`src/core/result_bank_regs.svh`:
```
// Register offsets, field positions, reset values and codes of the result register bank.
`ifndef RESULT_BANK_REGS_SVH
`define RESULT_BANK_REGS_SVH

// ==========================================================================
// Offsets (byte addresses)
`define ADC_RAW_RESULT_OFS       16'h2074
`define DFT_REAL_RESULT_OFS      16'h2078
`define DFT_IMAG_RESULT_OFS      16'h207C
`define NOTCH_FILTER_RESULT_OFS  16'h2080
`define TEMPERATURE_RESULT_OFS   16'h2084
`define TRANSFORM_CONFIG_OFS     16'h20D0
`define ADC_FILTER_CONFIG_OFS    16'h2044
`define IRQ_FLAGS_A_OFS          16'h3010
`define IRQ_FLAGS_B_OFS          16'h3014
`define IRQ_MASK_OFS             16'h3018

// ==========================================================================
// Fields
`define INSEL_MSB                21
`define INSEL_LSB                20
`define POINTS_MSB               7
`define POINTS_LSB               4
`define WINDOW_EN_BIT            0
`define AVG_EN_BIT               7
`define BYPASS3_BIT              6
`define NOTCH_BYP_BIT            4
`define RATE_BIT                 0
`define NOTCH_IRQ_BIT            2
`define IRQ_ADC_BIT              0
`define IRQ_DFT_BIT              1
`define IRQ_TEMP_BIT             3

// ==========================================================================
// Reset values and write masks
`define TRANSFORM_CONFIG_RST     32'h0000_0090
`define TRANSFORM_CONFIG_WMASK   32'h0030_00F1
`define ADC_FILTER_CONFIG_WMASK  32'h0000_00D1
`define IRQ_WMASK                32'h0000_000F
`define POINTS_MAX_CODE          4'hC

`endif

```
`src/core/result_bank_pkg.sv`:
```
// Types shared by the result register bank.
package result_bank_pkg;

  typedef enum logic [1:0] {
    SRC_SINC2   = 2'b00,
    SRC_GAINOFS = 2'b01,
    SRC_RAW     = 2'b10,
    SRC_SINC2B  = 2'b11
  } dft_src_t;

  typedef enum logic [2:0] {
    FEED_SINC2   = 3'b000,
    FEED_GO_RAW  = 3'b001,
    FEED_GO_SINC3 = 3'b010,
    FEED_RAW     = 3'b011,
    FEED_AVERAGE = 3'b100
  } dft_feed_t;

  typedef struct packed {
    logic [15:0] adc_raw;
    logic [17:0] dft_real;
    logic [17:0] dft_imag;
    logic [15:0] notch;
    logic [15:0] temp;
    logic [31:0] xcfg;
    logic [31:0] fcfg;
    logic [3:0]  flags_a;
    logic [3:0]  flags_b;
    logic [3:0]  mask;
    logic [31:0] rdata;
    logic        rvalid;
  } bank_state_t;

endpackage

```
`src/core/adc_dft_result_registers.sv`:
```
// Result register bank with DFT input selection and interrupt flags.
//
// Behaviour
// - Raw result holds 16-bit unsigned ADC data; upper bits read zero.
// - Raw result loads unfiltered data with sinc3 bypassed, else sinc2 when it has a sample and notch is used, else sinc3.
// - Real DFT part sits in bits 17..0 as 18-bit twos complement.
// - Imaginary DFT part sits in bits 17..0 as 18-bit twos complement.
// - Notch result holds the 50/60 Hz rejection filter output in low 16 bits.
// - New notch result sets bit 2 in both interrupt flag registers.
// - Temperature result holds the temperature channel result in low 16 bits.
// - Input select codes 00 and 11 route sinc2 output to the DFT.
// - Averaging enable feeds the average output regardless of input select.
// - Select 01 with sinc3 bypassed feeds corrected raw data.
// - Select 01 with sinc3 active feeds corrected sinc3 output.
// - Select 10 feeds uncorrected ADC output directly.
// - Averaging enabled switches DFT source to the average output automatically.
// - Sinc3 bypass passes raw samples straight to gain and offset stage.
// - Sample rate bit: 1 means 800 kHz, 0 means 1.6 MHz.
// - Point count field gives 4 times two to the code, resets to 9.
//
// The Avalon-MM interface to the registers is this design's own decision.
`timescale 1ns/1ps
`include "result_bank_regs.svh"

module adc_dft_result_registers
  import result_bank_pkg::*;
#(
  parameter int ADC_W = 16,
  parameter int DFT_W = 18
) (
  // Clock and reset
  input  wire logic              mclk,
  input  wire logic              rstn,
  // Avalon-MM slave
  input  wire logic [15:0]       address,
  input  wire logic              read,
  input  wire logic              write,
  input  wire logic [31:0]       writedata,
  input  wire logic [3:0]        byteenable,
  output logic [31:0]            readdata,
  output logic                   waitrequest,
  // Converter and filter streams
  input  wire logic [ADC_W-1:0]  raw_data,
  input  wire logic              raw_valid,
  input  wire logic [ADC_W-1:0]  sinc3_data,
  input  wire logic              sinc3_valid,
  input  wire logic [ADC_W-1:0]  gainofs_data,
  input  wire logic              gainofs_valid,
  input  wire logic [ADC_W-1:0]  sinc2_data,
  input  wire logic              sinc2_valid,
  input  wire logic [ADC_W-1:0]  notch_data,
  input  wire logic              notch_valid,
  input  wire logic [ADC_W-1:0]  average_data,
  input  wire logic              average_valid,
  input  wire logic [ADC_W-1:0]  temp_data,
  input  wire logic              temp_valid,
  // Transform engine
  input  wire logic [DFT_W-1:0]  dft_real_in,
  input  wire logic [DFT_W-1:0]  dft_imag_in,
  input  wire logic              dft_done,
  output logic [ADC_W-1:0]       dft_in_data,
  output logic                   dft_in_valid,
  output logic [2:0]             dft_feed,
  output logic [3:0]             transform_point_count,
  output logic                   window_enable,
  output logic                   third_order_filter_bypass,
  output logic                   sample_rate_select,
  // Interrupt
  output logic                   irq
);

  // ==========================================================================
  // State
  bank_state_t st_reg;
  bank_state_t st_next;
  dft_feed_t   feed;
  logic [ADC_W-1:0] adc_sel;
  logic             adc_sel_v;
  logic [31:0]      wmask;
  logic [3:0]       ev;

  // ==========================================================================
  // Source selection
  always_comb begin
    feed = FEED_SINC2;
    if (st_reg.fcfg[`AVG_EN_BIT]) begin
      feed = FEED_AVERAGE;
    end else begin
      unique case (dft_src_t'(st_reg.xcfg[`INSEL_MSB:`INSEL_LSB]))
        SRC_SINC2, SRC_SINC2B: feed = FEED_SINC2;
        SRC_GAINOFS: feed = st_reg.fcfg[`BYPASS3_BIT] ? FEED_GO_RAW
                                                      : FEED_GO_SINC3;
        SRC_RAW: feed = FEED_RAW;
      endcase
    end
  end

  // Gain and offset stage already sees raw or sinc3 depending on the bypass
  // bit, so both corrected choices take the same stream here.
  always_comb begin
    unique case (feed)
      FEED_AVERAGE: begin
        dft_in_data  = average_data;
        dft_in_valid = average_valid;
      end
      FEED_GO_RAW, FEED_GO_SINC3: begin
        dft_in_data  = gainofs_data;
        dft_in_valid = gainofs_valid;
      end
      FEED_RAW: begin
        dft_in_data  = raw_data;
        dft_in_valid = raw_valid;
      end
      default: begin
        dft_in_data  = sinc2_data;
        dft_in_valid = sinc2_valid;
      end
    endcase
  end

  // Raw result source: sinc2 when it has a sample and the notch path is used with sinc3 active, else sinc3 or raw.
  always_comb begin
    if (!st_reg.fcfg[`BYPASS3_BIT] && sinc2_valid && !st_reg.fcfg[`NOTCH_BYP_BIT]) begin
      adc_sel   = sinc2_data;
      adc_sel_v = 1'b1;
    end else if (!st_reg.fcfg[`BYPASS3_BIT]) begin
      adc_sel   = sinc3_data;
      adc_sel_v = sinc3_valid;
    end else begin
      adc_sel   = raw_data;
      adc_sel_v = raw_valid;
    end
  end

  assign dft_feed                  = feed;
  assign transform_point_count     = st_reg.xcfg[`POINTS_MSB:`POINTS_LSB];
  assign window_enable             = st_reg.xcfg[`WINDOW_EN_BIT];
  assign third_order_filter_bypass = st_reg.fcfg[`BYPASS3_BIT];
  assign sample_rate_select        = st_reg.fcfg[`RATE_BIT];
  assign readdata                  = st_reg.rdata;
  // Reads answer one cycle after they are taken; writes are taken at once.
  assign waitrequest               = read && !st_reg.rvalid;
  assign irq                       = |((st_reg.flags_a | st_reg.flags_b) & st_reg.mask);

  // ==========================================================================
  // Register update
  always_comb begin
    st_next        = st_reg;
    st_next.rvalid = 1'b0;
    wmask = {{8{byteenable[3]}}, {8{byteenable[2]}}, {8{byteenable[1]}}, {8{byteenable[0]}}};
    ev = 4'h0;
    if (adc_sel_v) begin
      st_next.adc_raw = adc_sel;
      ev[`IRQ_ADC_BIT] = 1'b1;
    end
    if (dft_done) begin
      st_next.dft_real = dft_real_in;
      st_next.dft_imag = dft_imag_in;
      ev[`IRQ_DFT_BIT] = 1'b1;
    end
    if (notch_valid) begin
      st_next.notch = notch_data;
      ev[`NOTCH_IRQ_BIT] = 1'b1;
    end
    if (temp_valid) begin
      st_next.temp = temp_data;
      ev[`IRQ_TEMP_BIT] = 1'b1;
    end
    if (write) begin
      unique case (address)
        `TRANSFORM_CONFIG_OFS: begin
          st_next.xcfg = (st_reg.xcfg & ~(wmask & `TRANSFORM_CONFIG_WMASK))
                       | (writedata & wmask & `TRANSFORM_CONFIG_WMASK);
          if (st_next.xcfg[`POINTS_MSB:`POINTS_LSB] > `POINTS_MAX_CODE) begin
            st_next.xcfg[`POINTS_MSB:`POINTS_LSB] = `POINTS_MAX_CODE;
          end
        end
        `ADC_FILTER_CONFIG_OFS: begin
          st_next.fcfg = (st_reg.fcfg & ~(wmask & `ADC_FILTER_CONFIG_WMASK))
                       | (writedata & wmask & `ADC_FILTER_CONFIG_WMASK);
        end
        `IRQ_FLAGS_A_OFS: st_next.flags_a = st_reg.flags_a & ~(writedata[3:0] & wmask[3:0]);
        `IRQ_FLAGS_B_OFS: st_next.flags_b = st_reg.flags_b & ~(writedata[3:0] & wmask[3:0]);
        `IRQ_MASK_OFS: begin
          if (byteenable[0]) begin
            st_next.mask = writedata[3:0];
          end
        end
        default: ;
      endcase
    end
    // Events are applied after the clear so that a set in the same cycle wins.
    st_next.flags_a = st_next.flags_a | ev;
    st_next.flags_b = st_next.flags_b | ev;
    if (read && !st_reg.rvalid) begin
      st_next.rvalid = 1'b1;
      unique case (address)
        `ADC_RAW_RESULT_OFS:      st_next.rdata = {16'h0000, st_reg.adc_raw};
        `DFT_REAL_RESULT_OFS:     st_next.rdata = {14'h0000, st_reg.dft_real};
        `DFT_IMAG_RESULT_OFS:     st_next.rdata = {14'h0000, st_reg.dft_imag};
        `NOTCH_FILTER_RESULT_OFS: st_next.rdata = {16'h0000, st_reg.notch};
        `TEMPERATURE_RESULT_OFS:  st_next.rdata = {16'h0000, st_reg.temp};
        `TRANSFORM_CONFIG_OFS:    st_next.rdata = st_reg.xcfg;
        `ADC_FILTER_CONFIG_OFS:   st_next.rdata = st_reg.fcfg;
        `IRQ_FLAGS_A_OFS:         st_next.rdata = {28'h0000000, st_reg.flags_a};
        `IRQ_FLAGS_B_OFS:         st_next.rdata = {28'h0000000, st_reg.flags_b};
        `IRQ_MASK_OFS:            st_next.rdata = {28'h0000000, st_reg.mask};
        default:                  st_next.rdata = 32'h0000_0000;
      endcase
    end
  end

  always_ff @(posedge mclk or negedge rstn) begin
    if (!rstn) begin
      st_reg      <= '0;
      st_reg.xcfg <= `TRANSFORM_CONFIG_RST;
    end else begin
      st_reg <= st_next;
    end
  end

endmodule // adc_dft_result_registers

```
`config.mk`:
```
export PLATFORM = sky130hd
export DESIGN_NAME = adc_dft_result_registers
export DESIGN_NICKNAME = d
export VERILOG_FILES = /design/src/core/result_bank_pkg.sv /design/src/core/adc_dft_result_registers.sv
export VERILOG_INCLUDE_DIRS = /design/src /design/src/core
export SDC_FILE = /design/constraint.sdc
export NUM_CORES = 1
export LEC_CHECK = 0
export ABC_CLOCK_PERIOD_IN_PS = 4900
export BUFFER_PORTS_ARGS = -buffer_cell sky130_fd_sc_hd__buf_2
export CORE_MARGIN = 3
export CORE_UTILIZATION = 53
export CTS_CLUSTER_DIAMETER = 120
export DETAILED_ROUTE_END_ITERATION = 8
export PLACE_DENSITY = 0.95
export SLEW_MARGIN = 40
export SYNTH_ARGS = -nofsm -noshare
export SYNTH_HDL_FRONTEND = slang
export SYNTH_SLANG_ARGS = --single-unit
```
`constraint.sdc`:
```
create_clock -name mclk -period 4.9 [get_ports mclk]
set_input_delay 1.47 -clock mclk [delete_from_list [all_inputs] [get_ports mclk]]
set_output_delay 1.47 -clock mclk [all_outputs]
set_load 0.005 [all_outputs]
```
# [Word level (Yosys, flattened, before mapping)]
# Index checks and enable logic that the tools add are counted.
[word_totals] ff_bits=193 latchBits=0 ramBits=0 rom_bits=0 inputBits=212 out_inout_bits=61 elab_cells=79 memories=0
[classes] n_addsub=0 n_mul=0 div_mod_pow=0 magnitude_cmp=1 eq_ne=17 shifts=0 n_mux=21 bitwise=15 reduce_logical=13
[op_table] operator="one-hot mux 32 bit (10 select lines)" count=1
[op_table] operator="== test 16 x 14 -> 1 bit, second input constant" count=10
[op_table] operator="AND 32 bit" count=2
[op_table] operator="one-hot mux 16 bit (3 select lines)" count=1
[op_table] operator="2-to-1 mux 16 bit" count=2
[op_table] operator="inverter 22 -> 32 bit" count=1
[op_table] operator="inverter 8 -> 32 bit" count=1
[op_table] operator="bitwise OR 32 x 22 -> 32 bit" count=1
[op_table] operator="bitwise OR 32 x 8 -> 32 bit" count=1
[op_table] operator="AND 22 bit" count=1
[op_table] operator="2-to-1 mux 4 bit" count=5
[op_table] operator="AND 4 bit" count=4
[op_table] operator="2-to-1 mux 12 bit" count=1
[op_table] operator="bitwise OR 4 bit" count=3
[op_table] operator="one-hot mux 3 bit (3 select lines)" count=1
[op_table] operator="2-to-1 mux 1 bit" count=7
[op_table] operator="== test 3 x 2 -> 1 bit, second input constant" count=2
[op_table] operator="== test 2 bit, second input constant" count=2
[op_table] operator="greater-than comparator 4 bit, second input constant" count=1
[op_table] operator="inverter 4 bit" count=1
[op_table] operator="AND reduction 2 bit" count=2
[op_table] operator="OR reduction 2 bit" count=2
[op_table] operator="OR reduction 4 bit" count=1
[op_table] operator="== test 3 x 1 -> 1 bit, second input constant" count=1
[op_table] operator="9 further kinds" count=13

# [Longest topological paths before layout]
# Gate-level depths: netlist (run 1).
[depth] ltp_word=7 depth_mapped=9 depth_no_buf=7

# [Worst setup path after synthesis (run 1)]
# No wires, ideal clock.
[synth_timing] kind="input to output" start="in read" end="out waitrequest" arrival_time_ps=2076 required_time_ps=3430 setup_slack_ps=1354 path_stages=4 n_path_buf=2 cell_sequence="nand2b_1 > buf_2 > inv_1 > clkbuf_1"
[synth_between] elab_chain_cells=1
[synth_lines] element="start: declaration" line="adc_dft_result_registers.sv:36" rtl="input wire logic read,"
[synth_lines] element="logical AND 1 bit" line="adc_dft_result_registers.sv:142" rtl="assign waitrequest = read && !st_reg.rvalid;"
[synth_lines] element="end: declaration" line="adc_dft_result_registers.sv:41" rtl="output logic waitrequest,"
# No other way between the ends.

==> results.md, run 1 <==
* Setup crit end kind: primary output
* Clk_lat worst skew at 0.42 ns
* Final setup violation count at 0
* Remaining antenna violation count at 0
* Residual DRC at 9
* Area share of the largest cell type after synthesis at 45.63%
* Async set or reset register ratio after synthesis at 100.0%
* Buf+Inv Stages, Crit Path at 2
* Internal at 2143 µW
* CTS tree: yes
* Ys flop type: dfrtp_1
* Clock Pin Slew Worst Setup and Hold Paths at 0.05 ns
* Worst slew pin tran at 0.8521 ns
* Fillers at 963
* Total CTS buffers at 17
* Global route overflow at 0
* Initial antenna violation count at 3
* Cell taking the most area after synthesis: dfrtp_1
* Synth Area in XOR/XNOR at 0.1267%
* Sw Ratio at 23.20%
* Power Dens Cells at 324.9 mW/mm²
* P&R area growth vs syn at 24.30%
* FMAX at 226.4 MHz
* Failing checks: DRC
* Max reg flops at 97
* Final Hold Fails at 0
* Global-route usage over all layers at 28.54%
* Top cells by count, synth: dfrtp_1, mux2_2, nand2_1, buf_4, o21ai_0
* CP cell instances: inv_1, ha_1, nor2_1, and2_1, nor2_2, a222oi_1, a21oi_1, buf_2
* Die width at 120.2 µm
* Syn Area/Cell at 11.04 µm²
* Setup crit start kind: flip-flop
* Largest net degree at the start of global routing at 75
* VDD IR max at 0.3083 mV
* Cell leakage power at 0.004083 µW
* Slowest cell on crit path: nor2_2
* Register area at 0.003206 mm²
* Slew Limit Fails at 0
* ANT cells at 0
* Max cap viols at 0
* WS Path Type: reg2out
* Cts hold-fix bufs at 0
* Routed len/inst at 20.79 µm
* Outcome: complete, but fails checks
* Min cycle time layout at 4.417 ns
* Arrival time at the worst endpoint at 2.95 ns
* Die Height at 120.2 µm
* TNS Setup at 0 ns
* WL final at 20950 µm
* Post-synthesis adder-cell area fraction at 0.3621%
* Synth area leaders: dfrtp_1, mux2_2, a222oi_1, buf_4, nand2_1
* Slew HR at 42.67%
* Combinational fraction of design power at 10.3%
* I/O Buffers at 236
* First-pass GRT wire length at 31900 µm
* Fraction of layout cells with a size suffix above 1 at 46.17%
* Synth Register Bits at 128
* CP required at 3.43 ns
* Post-synthesis cell type count at 63
* CTS Sinks at 128
* Drt via density at 6.069
* Compound-Gate Fraction of Synth Area at 16.53%
* # rows at 41
* Crit-path max cell delay at 0.70 ns
* Ys Warns at 0
* Count of flip-flops with a built-in enable after synthesis at 0
* Clock network power share at 47.3%
* RSZ-0062 raised after global routing: no
* Final Skew at 0.005932 ns
* Cells after synthesis at 626
* Worst Hold Class: reg2reg
* Post-CTS Setup Repair Bufs at 0
* Synth Area in Simple Gates at 13.16%
* Multi-input gate area at 0.003231 mm²
* Initial Util at 54.54%
* DIE AREA at 0.01444 mm²
* Core Area at 0.01267 mm²
* Gp weighted congestion at 0.9476
* Post-CTS Resized at 0
* Register area share after synthesis at 46.39%
* Place WS at 1.017 ns
* I/O Pins at 273
* Root Driver: clkbuf_16
* Synth Cell Area at 0.006910 mm²
* Sequential share of power at 42.4%
* R2R setup slack at 3.07 ns
* CP delay by family, top: simple AND/OR/NAND/NOR gates
* DR iter-0 viols at 660
* Post-synthesis mux area share at 15.77%
* Clock buffer depth at 2
* H-tree depth at 4
* Final worst slack at 0.4832 ns
* Final period util at 90.14%
* Routed vias at 6118
* Vias in the first global route at 6115
* CP max FO at 18
* NetSw at 647.5 µW
* Top-count cell post-synth: dfrtp_1
* Drt first pass iters at 9
* Post-DP HPWL at 15500 µm
* Largest family of logic cells by synthesized area: compound AO/OA/AOI/OAI gates
* Layout net count at 1037
==> tightest hold or removal path: cells and delay by family, from the launching register on <==
| family | cells | cell delay [ns] |
|---|---|---|
| DFF | 1 | 0.33 |
| and+or+nand+nor | 2 | 0.10 |
==> cells in the final DEF (no fill, tap or decap), types with 12 or more instances in the layout <==
cell type,count
nor2_1,29
a21oi_1,33
conb_1,12
a21o_1,15
a222oi_1,31
buf_2,234
nand2_1,55
a22oi_1,17
dfrtp_1,126
mux2i_1,17
clkbuf_16,17
mux2_2,76
o21ai_0,41
==> kinds of logic (layout without fill, tap and decap cells) <==
group,count (synthesis),after routing
XOR/XNOR,1,1
buffers and inverters,87,286
flip-flops,128,128
multiplexers,98,98
AO/OA/AOI/OAI,164,164
other,1,12
adder cells (fa/ha/maj),2,2
AND/OR/NAND/NOR,145,145
==> power by group through the flow <==
stage | Clock [µW] | Sequential (µW) | Combinational, µW
after floorplan | 0 | 1180 | 157
after global placement | 0 | 1200 | 272
after detailed placement | 0 | 1200 | 285
after CTS | 1330 | 1180 | 287
after global routing | 1390 | 1190 | 315
final | 1320 | 1180 | 288
==> path summary, 6_finish.rpt <==
check | depth (start not counted) | startpoint | to
worst max-delay path | 8 | flip-flop | dft_in_data[3]
worst min-delay path | 2 | readdata[21] | readdata[21]
worst max register to register | 5 | flip-flop | st_reg[185]
worst min register to register | 2 | readdata[21] | readdata[21]
max in group asynchronous | 2 | rstn | st_reg[38]
min in group asynchronous | 1 | rstn | readdata[12]
==> metal layers <==
layer  global-route usage [%]  vias to the layer above  wire, µm
met1                    36.15                     2999      8208
met4                    12.24                        6       625
met3                    7.764                       59      1927
li1                         -                     2697         -
met5                        0                        -        29
met2                    46.29                      357     10160
==> final cells by class <==
type | count | area share (%)
Multi-Input combinational cell | 422 | 37.61
Sequential cell | 128 | 37.32
Tap cell | 172 | 2.505
Inverter | 7 | 0.3059
Clock buffer | 23 | 5.798
Timing Repair Buffer | 247 | 14.96
Clock inverter | 9 | 1.500
==> per-stage QoR <==
stage | hold slack (ns) | power (µW) | cells | cell area, µm² | utilization (%)
floorplan | 0.4400 | 1336 | 637 | 6952 | -
global placement | 0.4441 | 1468 | 976 | 7951 | 62.75
detailed placement | 0.4535 | 1486 | 976 | 7963 | 62.84
CTS | 0.4645 | 2805 | 1008 | 8589 | 67.79
global route | 0.4797 | 2896 | 1008 | 8589 | 67.79
finish | 0.4610 | 2791 | 1008 | 8589 | 67.79
Power figures use the tool's default switching activity.
==> run 2: changes to the inputs <==
Settings changed: CORE_UTILIZATION 53 to 40, PLACE_DENSITY 0.95 to 0.77.
==> results.md, run 2 (synthesis results as in run 1) <==
* Worst Hold Class: reg2reg
* Failing checks: DRC
* Gp weighted congestion at 0.8636
* Power Dens Cells at 316.5 mW/mm²
* Remaining antenna violation count at 0
* Routed vias at 5985
* Final period util at 93.22%
* Initial antenna violation count at 2
* I/O Pins at 273
* Max reg flops at 97
* Routed len/inst at 20.18 µm
* Root Driver: clkbuf_16
* Global-route usage over all layers at 22.03%
* Fillers at 1498
* Drt first pass iters at 9
* Setup crit end kind: primary output
* Slew Limit Fails at 0
* Global route overflow at 0
* Min cycle time layout at 4.568 ns
* Power after layout at 2720 µW
* Core Area at 0.01676 mm²
* Cell leakage power at 0.004051 µW
* Initial Util at 41.23%
* Total CTS buffers at 17
* Clock Pin Slew Worst Setup and Hold Paths at 0.05 ns
* Final Skew at 0.01116 ns
* CP required at 3.43 ns
* Setup crit start kind: flip-flop
* WL final at 21310 µm
* P&R area growth vs syn at 24.35%
* CTS Sinks at 128
* First-pass GRT wire length at 31540 µm
* Most frequent cells in the layout: buf_2, dfrtp_1, mux2_2
* # rows at 47
* Largest net degree at the start of global routing at 89
* FMAX at 218.9 MHz
* DIE AREA at 0.01889 mm²
* TNS Setup at 0 ns
* Die width at 137.4 µm
* Clk_lat worst skew at 0.42 ns
* H-tree depth at 4
* Final Hold Fails at 0
* Post-CTS Resized at 0
* Fraction of layout cells with a size suffix above 1 at 45.87%
* WS Path Type: reg2out
* Post-layout util at 51.27%
* Die Height at 137.4 µm
* Post-DP HPWL at 15940 µm
* Slew HR at 43.58%
* RSZ-0062 raised after global routing: no
* I/O Buffers at 236
* CP max FO at 18
* Worst slew pin tran at 0.8393 ns
* DR iter-0 viols at 471
* Residual DRC at 2
* Arrival time at the worst endpoint at 3.10 ns
* VDD IR max at 0.2549 mV
* Max cap viols at 0
* Post-CTS Setup Repair Bufs at 0
* CTS tree: yes
* Outcome: complete, but fails checks
* Clock buffer depth at 2
* Drt via density at 5.668
* Vias in the first global route at 5729
* Final setup violation count at 0
* Layout net count at 1036
* Commonest non-fill, non-tap cell in the layout: buf_2
* Cts hold-fix bufs at 0
## run 2: cell types whose count changed in the layout (fill, tap and decap cells not counted)
cell       before  now
buf_6           1    0
clkbuf_8        5    4
buf_12          1    0
clkinv_4        1    2
diode_2         0    1
clkbuf_1        1    3
bufinv_16       3    2
## run 2: area by class of cell
class / instances / area, µm² / area share (%)
antenna: 1 / 2.502 / 0.02912
clock buffer: 23 / 478.0 / 5.562
clock inverter: 9 / 107.6 / 1.252
inverter: 7 / 26.28 / 0.3058
multi-input combinational: 422 / 3231 / 37.59
sequential: 128 / 3206 / 37.30
tap: 220 / 275.3 / 3.203
timing repair buffer: 246 / 1267 / 14.75
## run 2: metal layers
metal / up-vias / wire [µm] / track usage (%)
li1: 2704 / - / -
met1: 2946 / 9145 / 29.84
met2: 297 / 10010 / 33.95
met3: 34 / 1835 / 7.122
met4: 4 / 300 / 6.153
met5: - / 23 / 0
## run 2: through the flow
stage	area, µm²	setup WS (ns)	hold slack, ns	std cells
after floorplan	6952	1.355	0.4400	637
after global placement	7995	0.7058	0.4490	1023
after detailed placement	8003	0.8655	0.4510	1023
after CTS	8588	0.4236	0.4636	1055
after global routing	8591	0.2364	0.4897	1055
final	8593	0.3321	0.4641	1056
## run 2: final timing paths
check	start	end	slack, ns	depth (start not counted)
max	flip-flop	dft_in_data[11]	0.33	8
min	readdata[20]	readdata[20]	0.46	2
max reg2reg	flip-flop	st_reg[185]	3.12	5
min reg2reg	readdata[20]	readdata[20]	0.46	2
max in group asynchronous	rstn	st_reg[172]	2.99	2
min in group asynchronous	rstn	readdata[10]	1.07	1
## run 2: power by group
group	switching (µW)	total [µW]	internal, µW
combinational	142	285	142
clock	465	1250	788
sequential	47.3	1180	1130
## run 2: critical path, stage by stage (launching register included)
cell	delay, ns
dfrtp_1	0.39
inv_1	0.06
ha_1	0.33
nor2_1	0.15
and2_1	0.63
nor2_2	0.33
a222oi_1	0.50
a21oi_1	0.14
buf_2	0.16
